**config.mk**
```make
export PLATFORM = sky130hd
export DESIGN_NAME = brr_readout
export DESIGN_NICKNAME = d
export VERILOG_FILES = /design/src/logic/brr_pkg.sv /design/src/logic/brr_lane.sv /design/src/logic/brr_readout.sv
export VERILOG_INCLUDE_DIRS = /design/src /design/src/logic
export SDC_FILE = /design/constraint.sdc
export NUM_CORES = 2
export LEC_CHECK = 0
export BUFFER_PORTS_ARGS = -buffer_cell sky130_fd_sc_hd__clkbuf_2
export CAP_MARGIN = 20
export CORE_ASPECT_RATIO = 1.1
export CORE_MARGIN = 2
export CORE_UTILIZATION = 55
export DETAILED_ROUTE_END_ITERATION = 8
export HOLD_SLACK_MARGIN = 0.15
export PLACE_DENSITY = 0.77
export SKIP_CTS_REPAIR_TIMING = 1
export SYNTH_ARGS = -nofsm -noshare
export SYNTH_HDL_FRONTEND = slang
export SYNTH_SLANG_ARGS = --single-unit
```
**constraint.sdc**
```tcl
create_clock -name mclk -period 9.69 [get_ports mclk]
set_input_delay 0 -clock mclk [delete_from_list [all_inputs] [get_ports mclk]]
set_output_delay 0 -clock mclk [all_outputs]
set_load 0.01 [all_outputs]
```
**src/logic/brr_cfg.svh**
```systemverilog
// Fixed geometry, field widths and timing counts of the Bayer row readout.
// Assumes it is included by bare name by every file that needs a figure.
`ifndef BRR_CFG_SVH
`define BRR_CFG_SVH

`define BRR_PIX_W 10
`define BRR_PATHS 4
`define BRR_ARRAY_ROWS 12'h09a0
`define BRR_ARRAY_COLS 12'h0cd0
`define BRR_ACTIVE_ROWS 12'h0990
`define BRR_ACTIVE_COLS 12'h0cc0
`define BRR_COL_GROUPS_LAST 10'h333
`define BRR_FIRST_ACT_GRP 10'h002
`define BRR_LAST_ACT_GRP 10'h331
`define BRR_FIRST_ACT_ROW 12'h008
`define BRR_LAST_ACT_ROW 12'h0997
`define BRR_DARK_ROWS 12'h008
`define BRR_DARK_COUNT 13'h1000
`define BRR_DARK_STEP 13'h0002
`define BRR_GAIN_W 8
`define BRR_GAIN_FRAC 5
`define BRR_GAIN_UNITY 8'h20
`define BRR_PIX_MAX 10'h3ff
`define BRR_SER_LAST 4'h9
`define BRR_HBLANK_LAST 5'h0f
`define BRR_EXP_MIN 12'h001

`endif

```
**src/logic/brr_pkg.sv**
```systemverilog
// Types shared by the Bayer row readout files.
// Assumes the geometry figures come from brr_cfg.svh.
package brr_pkg;

  typedef enum logic [2:0] {
    ST_IDLE,
    ST_LINE,
    ST_REQ,
    ST_WAIT,
    ST_SHIFT,
    ST_BLANK
  } brr_state_t;

  typedef enum logic [1:0] {
    BRR_RED,
    BRR_GREEN_R,
    BRR_GREEN_B,
    BRR_BLUE
  } brr_colour_t;

endpackage

```
**src/logic/brr_lane.sv**
```systemverilog
// One digital data path: black-level removal, colour gain, pedestal and
// a ten-bit serialiser that drives one output lane.
// Assumes load and shift come from the readout sequencer on the same clock.
`timescale 1ns/1ps
`include "brr_cfg.svh"
module brr_lane
  import brr_pkg::*;
(
  // Clock and reset
  input wire logic mclk,
  input wire logic reset,
  // Raw sample and the settings of its colour
  input wire logic [`BRR_PIX_W-1:0] raw,
  input wire logic [`BRR_PIX_W-1:0] black,
  input wire logic [`BRR_GAIN_W-1:0] gain,
  input wire logic [`BRR_PIX_W-1:0] pedestal,
  // Sequencer strobes
  input wire logic load,
  input wire logic shift,
  // Serial lane
  output logic ser_bit
);

  logic [`BRR_PIX_W:0] diff;
  logic [`BRR_PIX_W-1:0] level;
  logic [`BRR_PIX_W+`BRR_GAIN_W-1:0] product;
  logic [13:0] sum;
  logic [`BRR_PIX_W-1:0] corrected;
  logic [`BRR_PIX_W-1:0] shreg;

  // Samples below the measured black level clip to zero before gain.
  assign diff = {1'b0, raw} - {1'b0, black};
  assign level = diff[`BRR_PIX_W] ? '0 : diff[`BRR_PIX_W-1:0];
  // Gain is unsigned with five fraction bits, so 8'h20 is unity.
  assign product = level * gain;
  assign sum = {1'b0, product[`BRR_PIX_W+`BRR_GAIN_W-1:`BRR_GAIN_FRAC]}
    + {4'h0, pedestal};
  // Saturate rather than wrap; a wrap would turn highlights black.
  assign corrected = (|sum[13:`BRR_PIX_W]) ? `BRR_PIX_MAX : sum[`BRR_PIX_W-1:0];

  always_ff @(posedge mclk) begin
    if (reset) begin
      shreg <= '0;
    end else if (load) begin
      shreg <= corrected;
    end else if (shift) begin
      shreg <= {shreg[`BRR_PIX_W-2:0], 1'b0};
    end
  end

  // The word leaves most significant bit first.
  assign ser_bit = shreg[`BRR_PIX_W-1];

  property p_black_clip;
    @(posedge mclk) disable iff (reset)
    (load && raw <= black) |=> (shreg == $past(pedestal));
  endproperty
  a_black_clip: assert property (p_black_clip)
    else $error("sample at or below black level did not reduce to the pedestal");

endmodule

```
**src/logic/brr_readout.sv**
```systemverilog
// Row-sequential readout for a Bayer sensor: row reset and read sequencing,
// dark-row black level, four corrected data paths and four serial lanes.
// Assumes the array, converter and settings source all run on mclk.
//
// Functional notes
// - Rows are handled one at a time: each row is reset, and that same row is read later.
// - A row integrates from its reset to its read, and exposure changes only by that gap.
// - Every pixel gives one 10-bit sample on each readout.
// - Even rows carry green and red sites, odd rows carry blue and green sites.
// - Even columns carry red or green sites, odd columns carry blue or green sites.
// - The active image is 3264 by 2448 inside a full 3280 by 2464 array.
// - Shielded pixels feed the offset correction that sets the black level.
// - Converted samples pass a digital chain with corrections and programmable gain.
// - The digital chain is four parallel data paths, one per core column path.
// - Offset and gain are set separately for each Bayer colour.
// - Exposure, gain, pedestal and flash come from host-programmed registers; frame size is fixed.
// - Image data leaves only over the four serial lanes, with no parallel port.
// - A flash output is timed so an external light can match the exposure.
`timescale 1ns/1ps
`include "brr_cfg.svh"
module brr_readout
  import brr_pkg::*;
(
  // Clock and reset
  input wire logic mclk,
  input wire logic reset,
  // Settings held by the host-facing register block
  input wire logic stream_on,
  input wire logic [11:0] exposure_rows,
  input wire logic flash_enable,
  input wire logic [3:0][`BRR_GAIN_W-1:0] colour_gain,
  input wire logic [3:0][`BRR_PIX_W-1:0] colour_pedestal,
  // Row control towards the pixel array
  output logic row_reset_pulse,
  output logic [11:0] row_reset_addr,
  output logic row_read_pulse,
  output logic [11:0] row_read_addr,
  // Column converter, four columns per group
  output logic sample_req,
  output logic [9:0] sample_grp,
  input wire logic adc_valid,
  input wire logic [`BRR_PATHS-1:0][`BRR_PIX_W-1:0] adc_data,
  // Serial output lanes
  output logic [`BRR_PATHS-1:0] lane_bit,
  output logic lane_valid,
  output logic lane_sof,
  output logic lane_sol,
  // Flash and status
  output logic flash_out,
  output logic frame_busy,
  output logic [15:0] frame_count,
  output logic [3:0][`BRR_PIX_W-1:0] black_level
);

  brr_state_t state;
  brr_state_t next_state;
  logic [12:0] line;
  logic [11:0] rd_row;
  logic [11:0] exp_lat;
  logic [9:0] col_grp;
  logic [3:0] shift_cnt;
  logic [4:0] blank_cnt;
  logic sof_pending;
  logic sol_pending;

  logic start;
  logic resetting;
  logic reading;
  logic emit_row;
  logic emit_col;
  logic load;
  logic skip;
  logic shift_done;
  logic blank_done;
  logic line_end;
  logic last_grp;
  logic frame_end;
  logic grp_step;
  logic dark_cap;
  logic dark_done;
  logic [12:0] last_line;
  logic [11:0] exp_eff;

  // Exposure is caught once per frame, so a host write mid-frame cannot
  // tear the reset-to-read spacing of rows already integrating.
  assign exp_eff = (exposure_rows == 12'h000) ? `BRR_EXP_MIN : exposure_rows;
  assign start = (state == ST_IDLE) && stream_on;

  // Line L resets row L and reads row L minus the exposure in lines.
  assign resetting = line < {1'b0, `BRR_ARRAY_ROWS};
  assign reading = (line >= {1'b0, exp_lat}) && (rd_row < `BRR_ARRAY_ROWS);
  assign last_line = {1'b0, `BRR_ARRAY_ROWS} - 13'h0001 + {1'b0, exp_lat};

  // Border rows and columns are read but not sent; only the first eight rows feed the black level.
  assign emit_row = (rd_row >= `BRR_FIRST_ACT_ROW) && (rd_row <= `BRR_LAST_ACT_ROW);
  assign emit_col = (col_grp >= `BRR_FIRST_ACT_GRP) && (col_grp <= `BRR_LAST_ACT_GRP);
  assign load = (state == ST_WAIT) && adc_valid && emit_row && emit_col;
  assign skip = (state == ST_WAIT) && adc_valid && !(emit_row && emit_col);

  assign shift_done = shift_cnt == `BRR_SER_LAST;
  assign blank_done = blank_cnt == `BRR_HBLANK_LAST;
  assign last_grp = col_grp == `BRR_COL_GROUPS_LAST;
  assign line_end = (state == ST_BLANK) && blank_done;
  assign frame_end = line_end && (line == last_line);
  assign grp_step = ((skip || ((state == ST_SHIFT) && shift_done)) && !last_grp);

  assign dark_cap = (state == ST_WAIT) && adc_valid && (rd_row < `BRR_DARK_ROWS);
  assign dark_done = line_end && reading && (rd_row == `BRR_DARK_ROWS - 12'h001);

  always_comb begin
    next_state = state;
    case (state)
      ST_IDLE: begin
        if (stream_on) begin
          next_state = ST_LINE;
        end
      end
      ST_LINE: begin
        next_state = reading ? ST_REQ : ST_BLANK;
      end
      ST_REQ: begin
        next_state = ST_WAIT;
      end
      ST_WAIT: begin
        if (load) begin
          next_state = ST_SHIFT;
        end else if (skip) begin
          next_state = last_grp ? ST_BLANK : ST_REQ;
        end
      end
      ST_SHIFT: begin
        if (shift_done) begin
          next_state = last_grp ? ST_BLANK : ST_REQ;
        end
      end
      ST_BLANK: begin
        if (blank_done) begin
          next_state = (line == last_line) ? ST_IDLE : ST_LINE;
        end
      end
      default: begin
        next_state = ST_IDLE;
      end
    endcase
  end

  always_ff @(posedge mclk) begin
    if (reset) begin
      state <= ST_IDLE;
    end else begin
      state <= next_state;
    end
  end

  always_ff @(posedge mclk) begin
    if (reset) begin
      line <= '0;
      rd_row <= '0;
      exp_lat <= `BRR_EXP_MIN;
    end else if (start) begin
      line <= '0;
      rd_row <= '0;
      exp_lat <= exp_eff;
    end else if (line_end) begin
      line <= line + 13'h0001;
      rd_row <= reading ? rd_row + 12'h001 : rd_row;
    end
  end

  // Column groups advance strictly upward within a row.
  always_ff @(posedge mclk) begin
    if (reset || state == ST_LINE) begin
      col_grp <= '0;
    end else if (grp_step) begin
      col_grp <= col_grp + 10'h001;
    end
  end

  always_ff @(posedge mclk) begin
    if (reset || load) begin
      shift_cnt <= '0;
    end else if (state == ST_SHIFT) begin
      shift_cnt <= shift_cnt + 4'h1;
    end
  end

  always_ff @(posedge mclk) begin
    if (reset || state != ST_BLANK) begin
      blank_cnt <= '0;
    end else begin
      blank_cnt <= blank_cnt + 5'h01;
    end
  end

  // Start markers sit on the first bit of the first word of a frame or row.
  always_ff @(posedge mclk) begin
    if (reset) begin
      sof_pending <= 1'b0;
      sol_pending <= 1'b0;
      lane_sof <= 1'b0;
      lane_sol <= 1'b0;
    end else begin
      sof_pending <= start || (sof_pending && !load);
      sol_pending <= (state == ST_LINE) || (sol_pending && !load);
      lane_sof <= load && sof_pending;
      lane_sol <= load && sol_pending;
    end
  end

  always_ff @(posedge mclk) begin
    if (reset) begin
      frame_count <= '0;
    end else if (frame_end) begin
      frame_count <= frame_count + 16'h0001;
    end
  end

  // Flash spans the first active row's reset to the last active row's read,
  // which covers every active row's integration whatever the exposure.
  always_ff @(posedge mclk) begin
    if (reset || !flash_enable) begin
      flash_out <= 1'b0;
    end else if (row_reset_pulse && row_reset_addr == `BRR_FIRST_ACT_ROW) begin
      flash_out <= 1'b1;
    end else if (line_end && reading && rd_row == `BRR_LAST_ACT_ROW) begin
      flash_out <= 1'b0;
    end
  end

  assign row_reset_pulse = (state == ST_LINE) && resetting;
  assign row_reset_addr = line[11:0];
  assign row_read_pulse = (state == ST_LINE) && reading;
  assign row_read_addr = rd_row;
  assign sample_req = state == ST_REQ;
  assign sample_grp = col_grp;
  assign lane_valid = state == ST_SHIFT;
  assign frame_busy = state != ST_IDLE;

  // Colour index c is {row parity, column parity}; paths k and k+2 share a
  // column parity, so each colour takes two samples per dark group. The
  // average uses only the first 4096 samples so the divide is a shift.
  for (genvar c = 0; c < 4; c++) begin : g_dark
    logic [`BRR_PIX_W:0] pair;
    logic take;
    logic [21:0] sum;
    logic [12:0] cnt;
    logic [`BRR_PIX_W-1:0] level;

    assign pair = {1'b0, adc_data[c % 2]} + {1'b0, adc_data[c % 2 + 2]};
    assign take = dark_cap && (rd_row[0] == 1'(c / 2)) && (cnt < `BRR_DARK_COUNT);

    always_ff @(posedge mclk) begin
      if (reset || start) begin
        sum <= '0;
        cnt <= '0;
      end else if (take) begin
        sum <= sum + {11'h000, pair};
        cnt <= cnt + `BRR_DARK_STEP;
      end
    end

    always_ff @(posedge mclk) begin
      if (reset) begin
        level <= '0;
      end else if (dark_done) begin
        level <= sum[21:12];
      end
    end

    assign black_level[c] = level;
  end

  // Each path is one column parity, so its colour follows row parity.
  for (genvar k = 0; k < `BRR_PATHS; k++) begin : g_path
    logic [1:0] colour;

    assign colour = {rd_row[0], 1'(k % 2)};
    // Per-colour black, gain and pedestal select for this path.
    brr_lane u_lane (
      .mclk(mclk),
      .reset(reset),
      .raw(adc_data[k]),
      .black(black_level[colour]),
      .gain(colour_gain[colour]),
      .pedestal(colour_pedestal[colour]),
      .load(load),
      .shift(lane_valid),
      .ser_bit(lane_bit[k])
    );
  end

  property p_read_gap;
    @(posedge mclk) disable iff (reset)
    row_read_pulse |-> ((line - {1'b0, exp_lat}) == {1'b0, row_read_addr});
  endproperty
  a_read_gap: assert property (p_read_gap)
    else $error("row read does not trail its reset by the exposure");

  property p_row_spacing;
    @(posedge mclk) disable iff (reset)
    row_read_pulse |=> (!row_read_pulse)[*8];
  endproperty
  a_row_spacing: assert property (p_row_spacing)
    else $error("two row reads too close together");

  // Run length of the current word; a ten-cycle repetition would be costly to unroll.
  logic [3:0] valid_run;
  always_ff @(posedge mclk) begin
    if (reset || !lane_valid) begin
      valid_run <= '0;
    end else begin
      valid_run <= valid_run + 4'h1;
    end
  end

  property p_word_len;
    @(posedge mclk) disable iff (reset)
    lane_valid |-> (valid_run < 4'ha);
  endproperty
  a_word_len: assert property (p_word_len)
    else $error("serial word is longer than ten bits");

  property p_word_end;
    @(posedge mclk) disable iff (reset)
    $fell(lane_valid) |-> (valid_run == 4'ha);
  endproperty
  a_word_end: assert property (p_word_end)
    else $error("serial word ended before ten bits");

  property p_lane_quiet;
    @(posedge mclk) disable iff (reset)
    !lane_valid |-> (lane_bit == 4'h0);
  endproperty
  a_lane_quiet: assert property (p_lane_quiet)
    else $error("lane toggles outside a word");

  property p_emit_window;
    @(posedge mclk) disable iff (reset)
    load |-> (rd_row >= 12'h008 && rd_row <= 12'h0997
      && col_grp >= 10'h002 && col_grp <= 10'h331);
  endproperty
  a_emit_window: assert property (p_emit_window)
    else $error("border pixel sent on the lanes");

  property p_black_latch;
    @(posedge mclk) disable iff (reset)
    (black_level != $past(black_level)) |-> $past(dark_done);
  endproperty
  a_black_latch: assert property (p_black_latch)
    else $error("black level changed outside the dark-row close");

  property p_flash_rise;
    @(posedge mclk) disable iff (reset)
    $rose(flash_out) |-> ($past(row_reset_pulse) && $past(row_reset_addr) == 12'h008);
  endproperty
  a_flash_rise: assert property (p_flash_rise)
    else $error("flash rose away from the first active row reset");

  property p_col_order;
    @(posedge mclk) disable iff (reset)
    (sample_req && sample_grp != 10'h000) |-> (sample_grp == $past(sample_grp) + 10'h001);
  endproperty
  a_col_order: assert property (p_col_order)
    else $error("column groups out of order");

  property p_exp_hold;
    @(posedge mclk) disable iff (reset)
    (frame_busy && $past(frame_busy)) |-> (exp_lat == $past(exp_lat));
  endproperty
  a_exp_hold: assert property (p_exp_hold)
    else $error("exposure changed inside a frame");

endmodule

```
* Yosys cells after proc, flatten, opt, wreduce, memory -nomap -nowiden
Index checks and enable logic that the tools add are counted.
Widths: inputs -> output; s select.
** Storage, ports and cells
- RAM bits :: 0
- Memories kept :: 0
- Output and inout port bits :: 102
- Bits in read-only memories :: 0
- Bits in latches :: 0
- Register bits :: 300
** Cells by class
- $lt $le $gt $ge :: 14
- Reduce and logical (&&, ||, !) cells :: 54
- Div/mod/pow operators :: 0
- $mul :: 4
- Equality and inequality tests :: 17
- Shift operators :: 0
- Mux-type cells :: 40
- Add/subtract/negate cells :: 25
- Bitwise gates (word level) :: 1
** Operator list (count)
- $mux 10 :: 24
- $add 22x11->22 :: 4
- $mul 10x8->18 :: 4
- $add 13x10->14 :: 4
- $add 13x2->13 const B :: 4
- $lt 13x13->1 const B :: 4
- $sub 10x10->11 :: 4
- $mux 8 :: 4
- $logic_and 1x1->1 :: 30
- $add 10x10->11 :: 2
- $mux 3 :: 7
- $pmux 3 s6 :: 1
- $add 16x1->16 const B :: 1
- $reduce_or 4->1 :: 4
- $add 12x12->13 const A :: 1
- $add 13x1->13 const B :: 1
- $eq 13x13->1 :: 1
- $ge 13x12->1 :: 1
- $lt 13x12->1 const B :: 1
- $add 12x1->12 const B :: 1
- $eq 12x12->1 const B :: 1
- $eq 12x3->1 const B :: 1
- $eq 12x4->1 const B :: 1
- $ge 12x4->1 const B :: 1
- other kinds (30) :: 48

* Longest topological paths before layout
- Depth in word-level cells :: 9
- Mapped depth :: 43
- Gate-level depth less buffers :: 39

* Modules after synthesis
Synthesis repeated with hierarchy kept, for this count alone.
** Second synthesis, totals
- Cell total of the unflattened synthesis :: 3682
- Area total of the unflattened synthesis :: 30491.7 um^2
** By module, submodules not included
- brr_readout :: cells each 1759, instances 1, area each 14785.4 um^2, seq. area each 5124.9 um^2
- brr_lane (g_path[2].u_lane) :: cells each 487, instances 1, area each 3977.6 um^2, seq. area each 200.2 um^2
- brr_lane (g_path[3].u_lane) :: cells each 495, instances 1, area each 3976.3 um^2, seq. area each 200.2 um^2
- brr_lane (g_path[0].u_lane) :: cells each 469, instances 1, area each 3890.0 um^2, seq. area each 200.2 um^2
- brr_lane (g_path[1].u_lane) :: cells each 472, instances 1, area each 3862.5 um^2, seq. area each 200.2 um^2

* Least setup slack after synthesis
OpenSTA, ideal clock, no wires.
- Path type :: reg2reg
- From :: register rd_row[0], in the netlist row_read_addr[0]
- To :: register g_path[1].u_lane.shreg[5]
- Cell stages (with the launch flop) :: 40
- Library setup time :: 115 ps
- Required time :: 9575 ps
- Setup slack :: 28 ps
- Buffers on the path :: 5
- Period minus slack after synthesis :: 9662 ps
- Data arrival time :: 9548 ps
- Cell sequence :: dfxtp_1 > buf_6 > clkbuf_1 > clkbuf_1 > clkbuf_1 > mux2_2 > ha_1 > fa_1 > nand2b_1 > a21oi_1 > o21ai_0 > and2_0 > or3_1 > clkbuf_1 > or2_2 > fa_1 > inv_1 > fa_1 > [... 4 more ...] > ha_1 > o21a_1 > o21ai_0 > o32ai_1 > a21oi_1 > nand2_1 > a21oi_1 > xnor2_1 > ha_1 > nor3b_1 > o2111ai_1 > nor4bb_1 > nand2_1 > o21ai_0 > and3_1 > a211oi_1 > or4_1 > o21a_1
** Between the ends
- Longest elaborated chain between the ends :: 9
- Elaborated cells between the ends (all ways) :: 19
- Classes of those cells :: add/sub: 2; mul: 1; order compare: 2; mux: 9; reduce/logical: 5
** RTL lines
- from (decl) :: RTL line brr_readout.sv:58 : logic [11:0] rd_row;
- from (signal assigned) :: RTL line brr_readout.sv:166 : rd_row <= reading ? rd_row + 12'h001 : rd_row;
- $mux 10 (implied by the code) (2 in a row) :: RTL line brr_readout.sv:283 : .black(black_level[colour]),
- $sub 10x10->11 :: RTL line brr_lane.sv:32 : assign diff = {1'b0, raw} - {1'b0, black};
- $mux 10 :: RTL line brr_lane.sv:33 : assign level = diff[`BRR_PIX_W] ? '0 : diff[`BRR_PIX_W-1:0];
- $mul 10x8->18 :: RTL line brr_lane.sv:35 : assign product = level * gain;
- $add 13x10->14 :: RTL line brr_lane.sv:36 : assign sum = {1'b0, product[`BRR_PIX_W+`BRR_GAIN_W-1:`BRR_GAIN_FRAC]}
- $reduce_or 4->1 :: RTL line brr_lane.sv:39 : assign corrected = (|sum[13:`BRR_PIX_W]) ? `BRR_PIX_MAX : sum[`BRR_PIX_W-1:0];
- $mux 10 :: RTL line brr_lane.sv:39
- $mux 10 :: RTL line brr_lane.sv:44 : end else if (load) begin
- to (signal assigned) :: RTL line brr_lane.sv:45 : shreg <= corrected;
- to (signal assigned) :: RTL line brr_lane.sv:47 : shreg <= {shreg[`BRR_PIX_W-2:0], 1'b0};
- to (decl) :: RTL line brr_lane.sv:29 : logic [`BRR_PIX_W-1:0] shreg;
Several ways; a longest one is shown, not always the timed one. The select of a mux whose other input is x is not followed.
A chain may end at the register's enable or synchronous reset.

* Final worst setup path
Same ends and word-level chain as after synthesis.

==> impl_metrics.csv <==
group,metric,value,unit
drt,final_antenna_net_count,0,
power_and_ir_drop,switching_share,44.67,%
die,chipWidth,224.0,µm
synth,synth_warnings,0,
final_layout,utilization,62.01,%
drt,wl_per_cell,17.56,µm
min_path,min_from,"colour_pedestal[0]",
cts,numCtsBuffers,35,
synth,yosys.area_share.simple,21.84,%
drt,drt_iter0_markers,1587,
critical_path,ff2ff_path_depth,33,
critical_path,cp.arrival,9.65,ns
critical_path,end_kind,"register",
power_and_ir_drop,power,7.324,mW
synth,syn_inst,3614,
critical_path,crit_fanout,19,
final_layout,multi_input_area,21560,µm²
cts,cts_tree,"built",
die,die_y,246.0,µm
critical_path,cp_slowest_cell,"fa_1",
synth,synth_edf_count,0,
critical_path,cpPeakStageDelay,0.55,ns
timing,worst_pin_slew,1.116,ns
die,io_pins,231,
grt,antenna_found_initial,2,
synth,yosysUniqueCellTypes,83,
die,dieArea,55090,µm²
job,maxCapViolations,0,
drt,via_count,26450,
critical_path,r2r_slack,0.48,ns
synth,synth_xor_area_share,6.817,%
timing,slew_viol_final,0,
final_layout,nFillCells,4578,
timing,final_hold_viol_count,0,
die,rows,88,
final_layout,drive_above_1_share,11.63,%
power_and_ir_drop,leakage,14.95,nW
synth,synth_flop_cell,"dfxtp_1",
grt,grt_max_degree,92,
synth,synth_compound_area_share,14.61,%
min_path,hold_path_class,"in -> reg",
min_path,hold_path_end,"g_path[0].u_lane.shreg[0]$_SDFFE_PP0P_",
min_path,hold_depth,5,
power_and_ir_drop,seqPwrFrac,17.4,%
place,gp_congestion,0.9724,
timing,period_needed,9.210,ns
timing,fmaxAchievable,108.6,MHz
synth,avgSynthCellArea,8.100,µm²
cts,clkSinkCount,296,
drt,viasPerCell,5.873,
synth,yosysSeqAreaShare,20.24,%
timing,finalCritPeriodShare,95.05,%
critical_path,critical_path_required,10.13,ns
synth,muxShareOfSynthArea,2.889,%
die,core-area,52520,µm²
power_and_ir_drop,p_switching,3.271,mW
power_and_ir_drop,ir_worst_vdd,0.0002467,V
grt,grt_pass1_vias,25290,
timing,setup_viol,0,
cts,cts-root-buf,"clkbuf_16",
grt,grt_use_total,28.19,%
grt,grt_first_pass_wirelength,126.7,mm
critical_path,r2r-end,"g_path[1].u_lane.shreg[5]$_SDFFE_PP0P_",
cts,cts_buffer_depth,3,
synth,netlist_area,29270,µm²
cts,h-tree-depth,2,
power_and_ir_drop,powerDensity,224.9,nW/µm²
critical_path,startpoint_type,"register",
outcome,outcome,"finished clean",
place,port-buffer-count,230,
cts,clk_pin_slew,0.06,ns
final_layout,syn2layout_area_growth,11.24,%
synth,async_flop_share,0,%
place,place_ws,0.4515,ns
power_and_ir_drop,p_comb_share,63.5,%
synth,synth_top_family_by_area,"adder cells",
power_and_ir_drop,clkPwrFrac,19.1,%
drt,dr.pass1.iters,5,
critical_path,r2r_start,"row_read_addr[0]$_SDFFE_PP0P_",
cts,clk_latency,0.56,ns
power_and_ir_drop,intPower,4.053,mW
synth,synth_fp_nets,4258,
die,initial_core_util,55.74,%
place,placed_area,30980,µm²
final_layout,stdcell_area,32570,µm²
timing,slew_headroom,25.32,%
final_layout,nets,4444,
place,hpwl,61.46,mm
drt,drc,0,
timing,skew,0.02573,ns
synth,synthAdderAreaFrac,27.19,%
final_layout,seqCellArea,5929,µm²
drt,wl,79.10,mm
timing,setup_slack,0.4801,ns
grt,grt_overflow,0,
synth,ys_ff_latch,296,
critical_path,path_class,"reg -> reg",
-- cell usage after synthesis (48+ instances only) --
| master | count | share of area (%) |
|---|---|---|
| mux2i_1 | 55 | 1.9 |
| fa_1 | 202 | 14 |
| nand2_1 | 379 | 4.9 |
| o21ai_0 | 112 | 1.9 |
| and3_1 | 51 | 1.1 |
| nor3_1 | 69 | 1.2 |
| a21o_1 | 54 | 1.4 |
| inv_1 | 320 | 4.1 |
| or2_2 | 48 | 1.0 |
| nor2_1 | 422 | 5.4 |
| nand3_1 | 92 | 1.6 |
| a21oi_1 | 254 | 4.3 |
| ha_1 | 313 | 13 |
| nand4_1 | 57 | 1.2 |
| xnor2_1 | 122 | 3.7 |
| dfxtp_1 | 296 | 20 |
| clkbuf_1 | 120 | 1.5 |
| xor2_1 | 104 | 3.1 |
-- cell type report --
class                      instances  share of cell area (%)
antenna                            2                 0.01537
clock buffer                      49                   3.097
inverter                         320                   3.688
timing repair buffer             306                   5.521
multi-input combinational       2841                   66.20
sequential                       296                   18.21
clock inverter                    15                  0.6800
tap                              675                   2.593
-- routing by layer --
metal	wire length [µm]	part of all wire, %	track usage (%)	vias up
met1	33420	42	35.85	12610
met5	0	0	0	-
met4	3470	4.4	12.71	0
met3	5153	6.5	4.246	220
met2	37060	47	47.36	854
li1	-	-	-	12770
-- critical path: cells and delay by family (launching register included) --
family | cells | cell delay (ns)
mux | 1 | 0.39
flops | 1 | 0.42
compound gates | 15 | 3.19
buf+inv | 3 | 0.36
fa+ha+maj | 7 | 2.93
simple gates | 7 | 1.77
-- worst max path at each step --
stage | from | to | depth (start not counted)
after floorplan | row_read_addr[0]$_SDFFE_PP0P_ | g_path[1].u_lane.shreg[5]$_SDFFE_PP0P_ | 39
after global placement | row_read_addr[0]$_SDFFE_PP0P_ | g_path[1].u_lane.shreg[3]$_SDFFE_PP0P_ | 31
after detailed placement | row_read_addr[0]$_SDFFE_PP0P_ | g_path[1].u_lane.shreg[3]$_SDFFE_PP0P_ | 35
after CTS | row_read_addr[0]$_SDFFE_PP0P_ | g_path[1].u_lane.shreg[3]$_SDFFE_PP0P_ | 35
after global routing | row_read_addr[0]$_SDFFE_PP0P_ | g_path[2].u_lane.shreg[6]$_SDFFE_PP0P_ | 35
final | row_read_addr[0]$_SDFFE_PP0P_ | g_path[1].u_lane.shreg[5]$_SDFFE_PP0P_ | 33
-- logic make-up (layout without fill, tap and decap cells) --
group | count (synthesis) | after routing
simple gates | 1345 | 1345
compound gates | 673 | 673
fa+ha+maj | 515 | 515
buf+inv | 477 | 690
flops | 296 | 296
xor+xnor | 227 | 227
mux | 81 | 81
other cells | 0 | 2
-- flip-flops by register name (all words and copies together), names as in the netlist, 12 cells and up --
name,flops
g_dark.sum,88
g_dark.cnt,48
g_dark.level,40
g_path.u_lane.shreg,40
frame_count,16
line,13
exp_lat,12
row_read_addr,12
-- per-stage QoR --
stage / hold WS, ns / setup TNS [ns] / cells
after floorplan: 0.1086 / 0 / 3614
after global placement: 0.2146 / 0 / 4405
after detailed placement: 0.2230 / 0 / 4405
after CTS: -0.3733 / 0 / 4469
after global routing: 0.1636 / -0.02776 / 4504
final: 0.1274 / 0 / 4504
-- power groups by stage --
stage          Sequential, mW  Clock (mW)  Combinational, mW
3_3_place_gp             1.30           0               4.46
4_1_cts                  1.27        1.42               4.58
5_1_grt                  1.28        1.47               5.25
2_1_floorplan            1.29           0               3.63
3_5_place_dp             1.30           0               4.55
6_report                 1.27        1.40               4.65
-- layout by cell type, fill, tap and decap left out, drive strengths merged, types with 70 or more instances in the layout --
cell type	count
ha	313
fa	202
o21ai	112
nand3	94
a21oi	256
dfxtp	296
xor2	104
nand2	379
xnor2	123
nor2	423
clkbuf	278
inv	321
nor3	70
(Power assumes the default switching activity.)
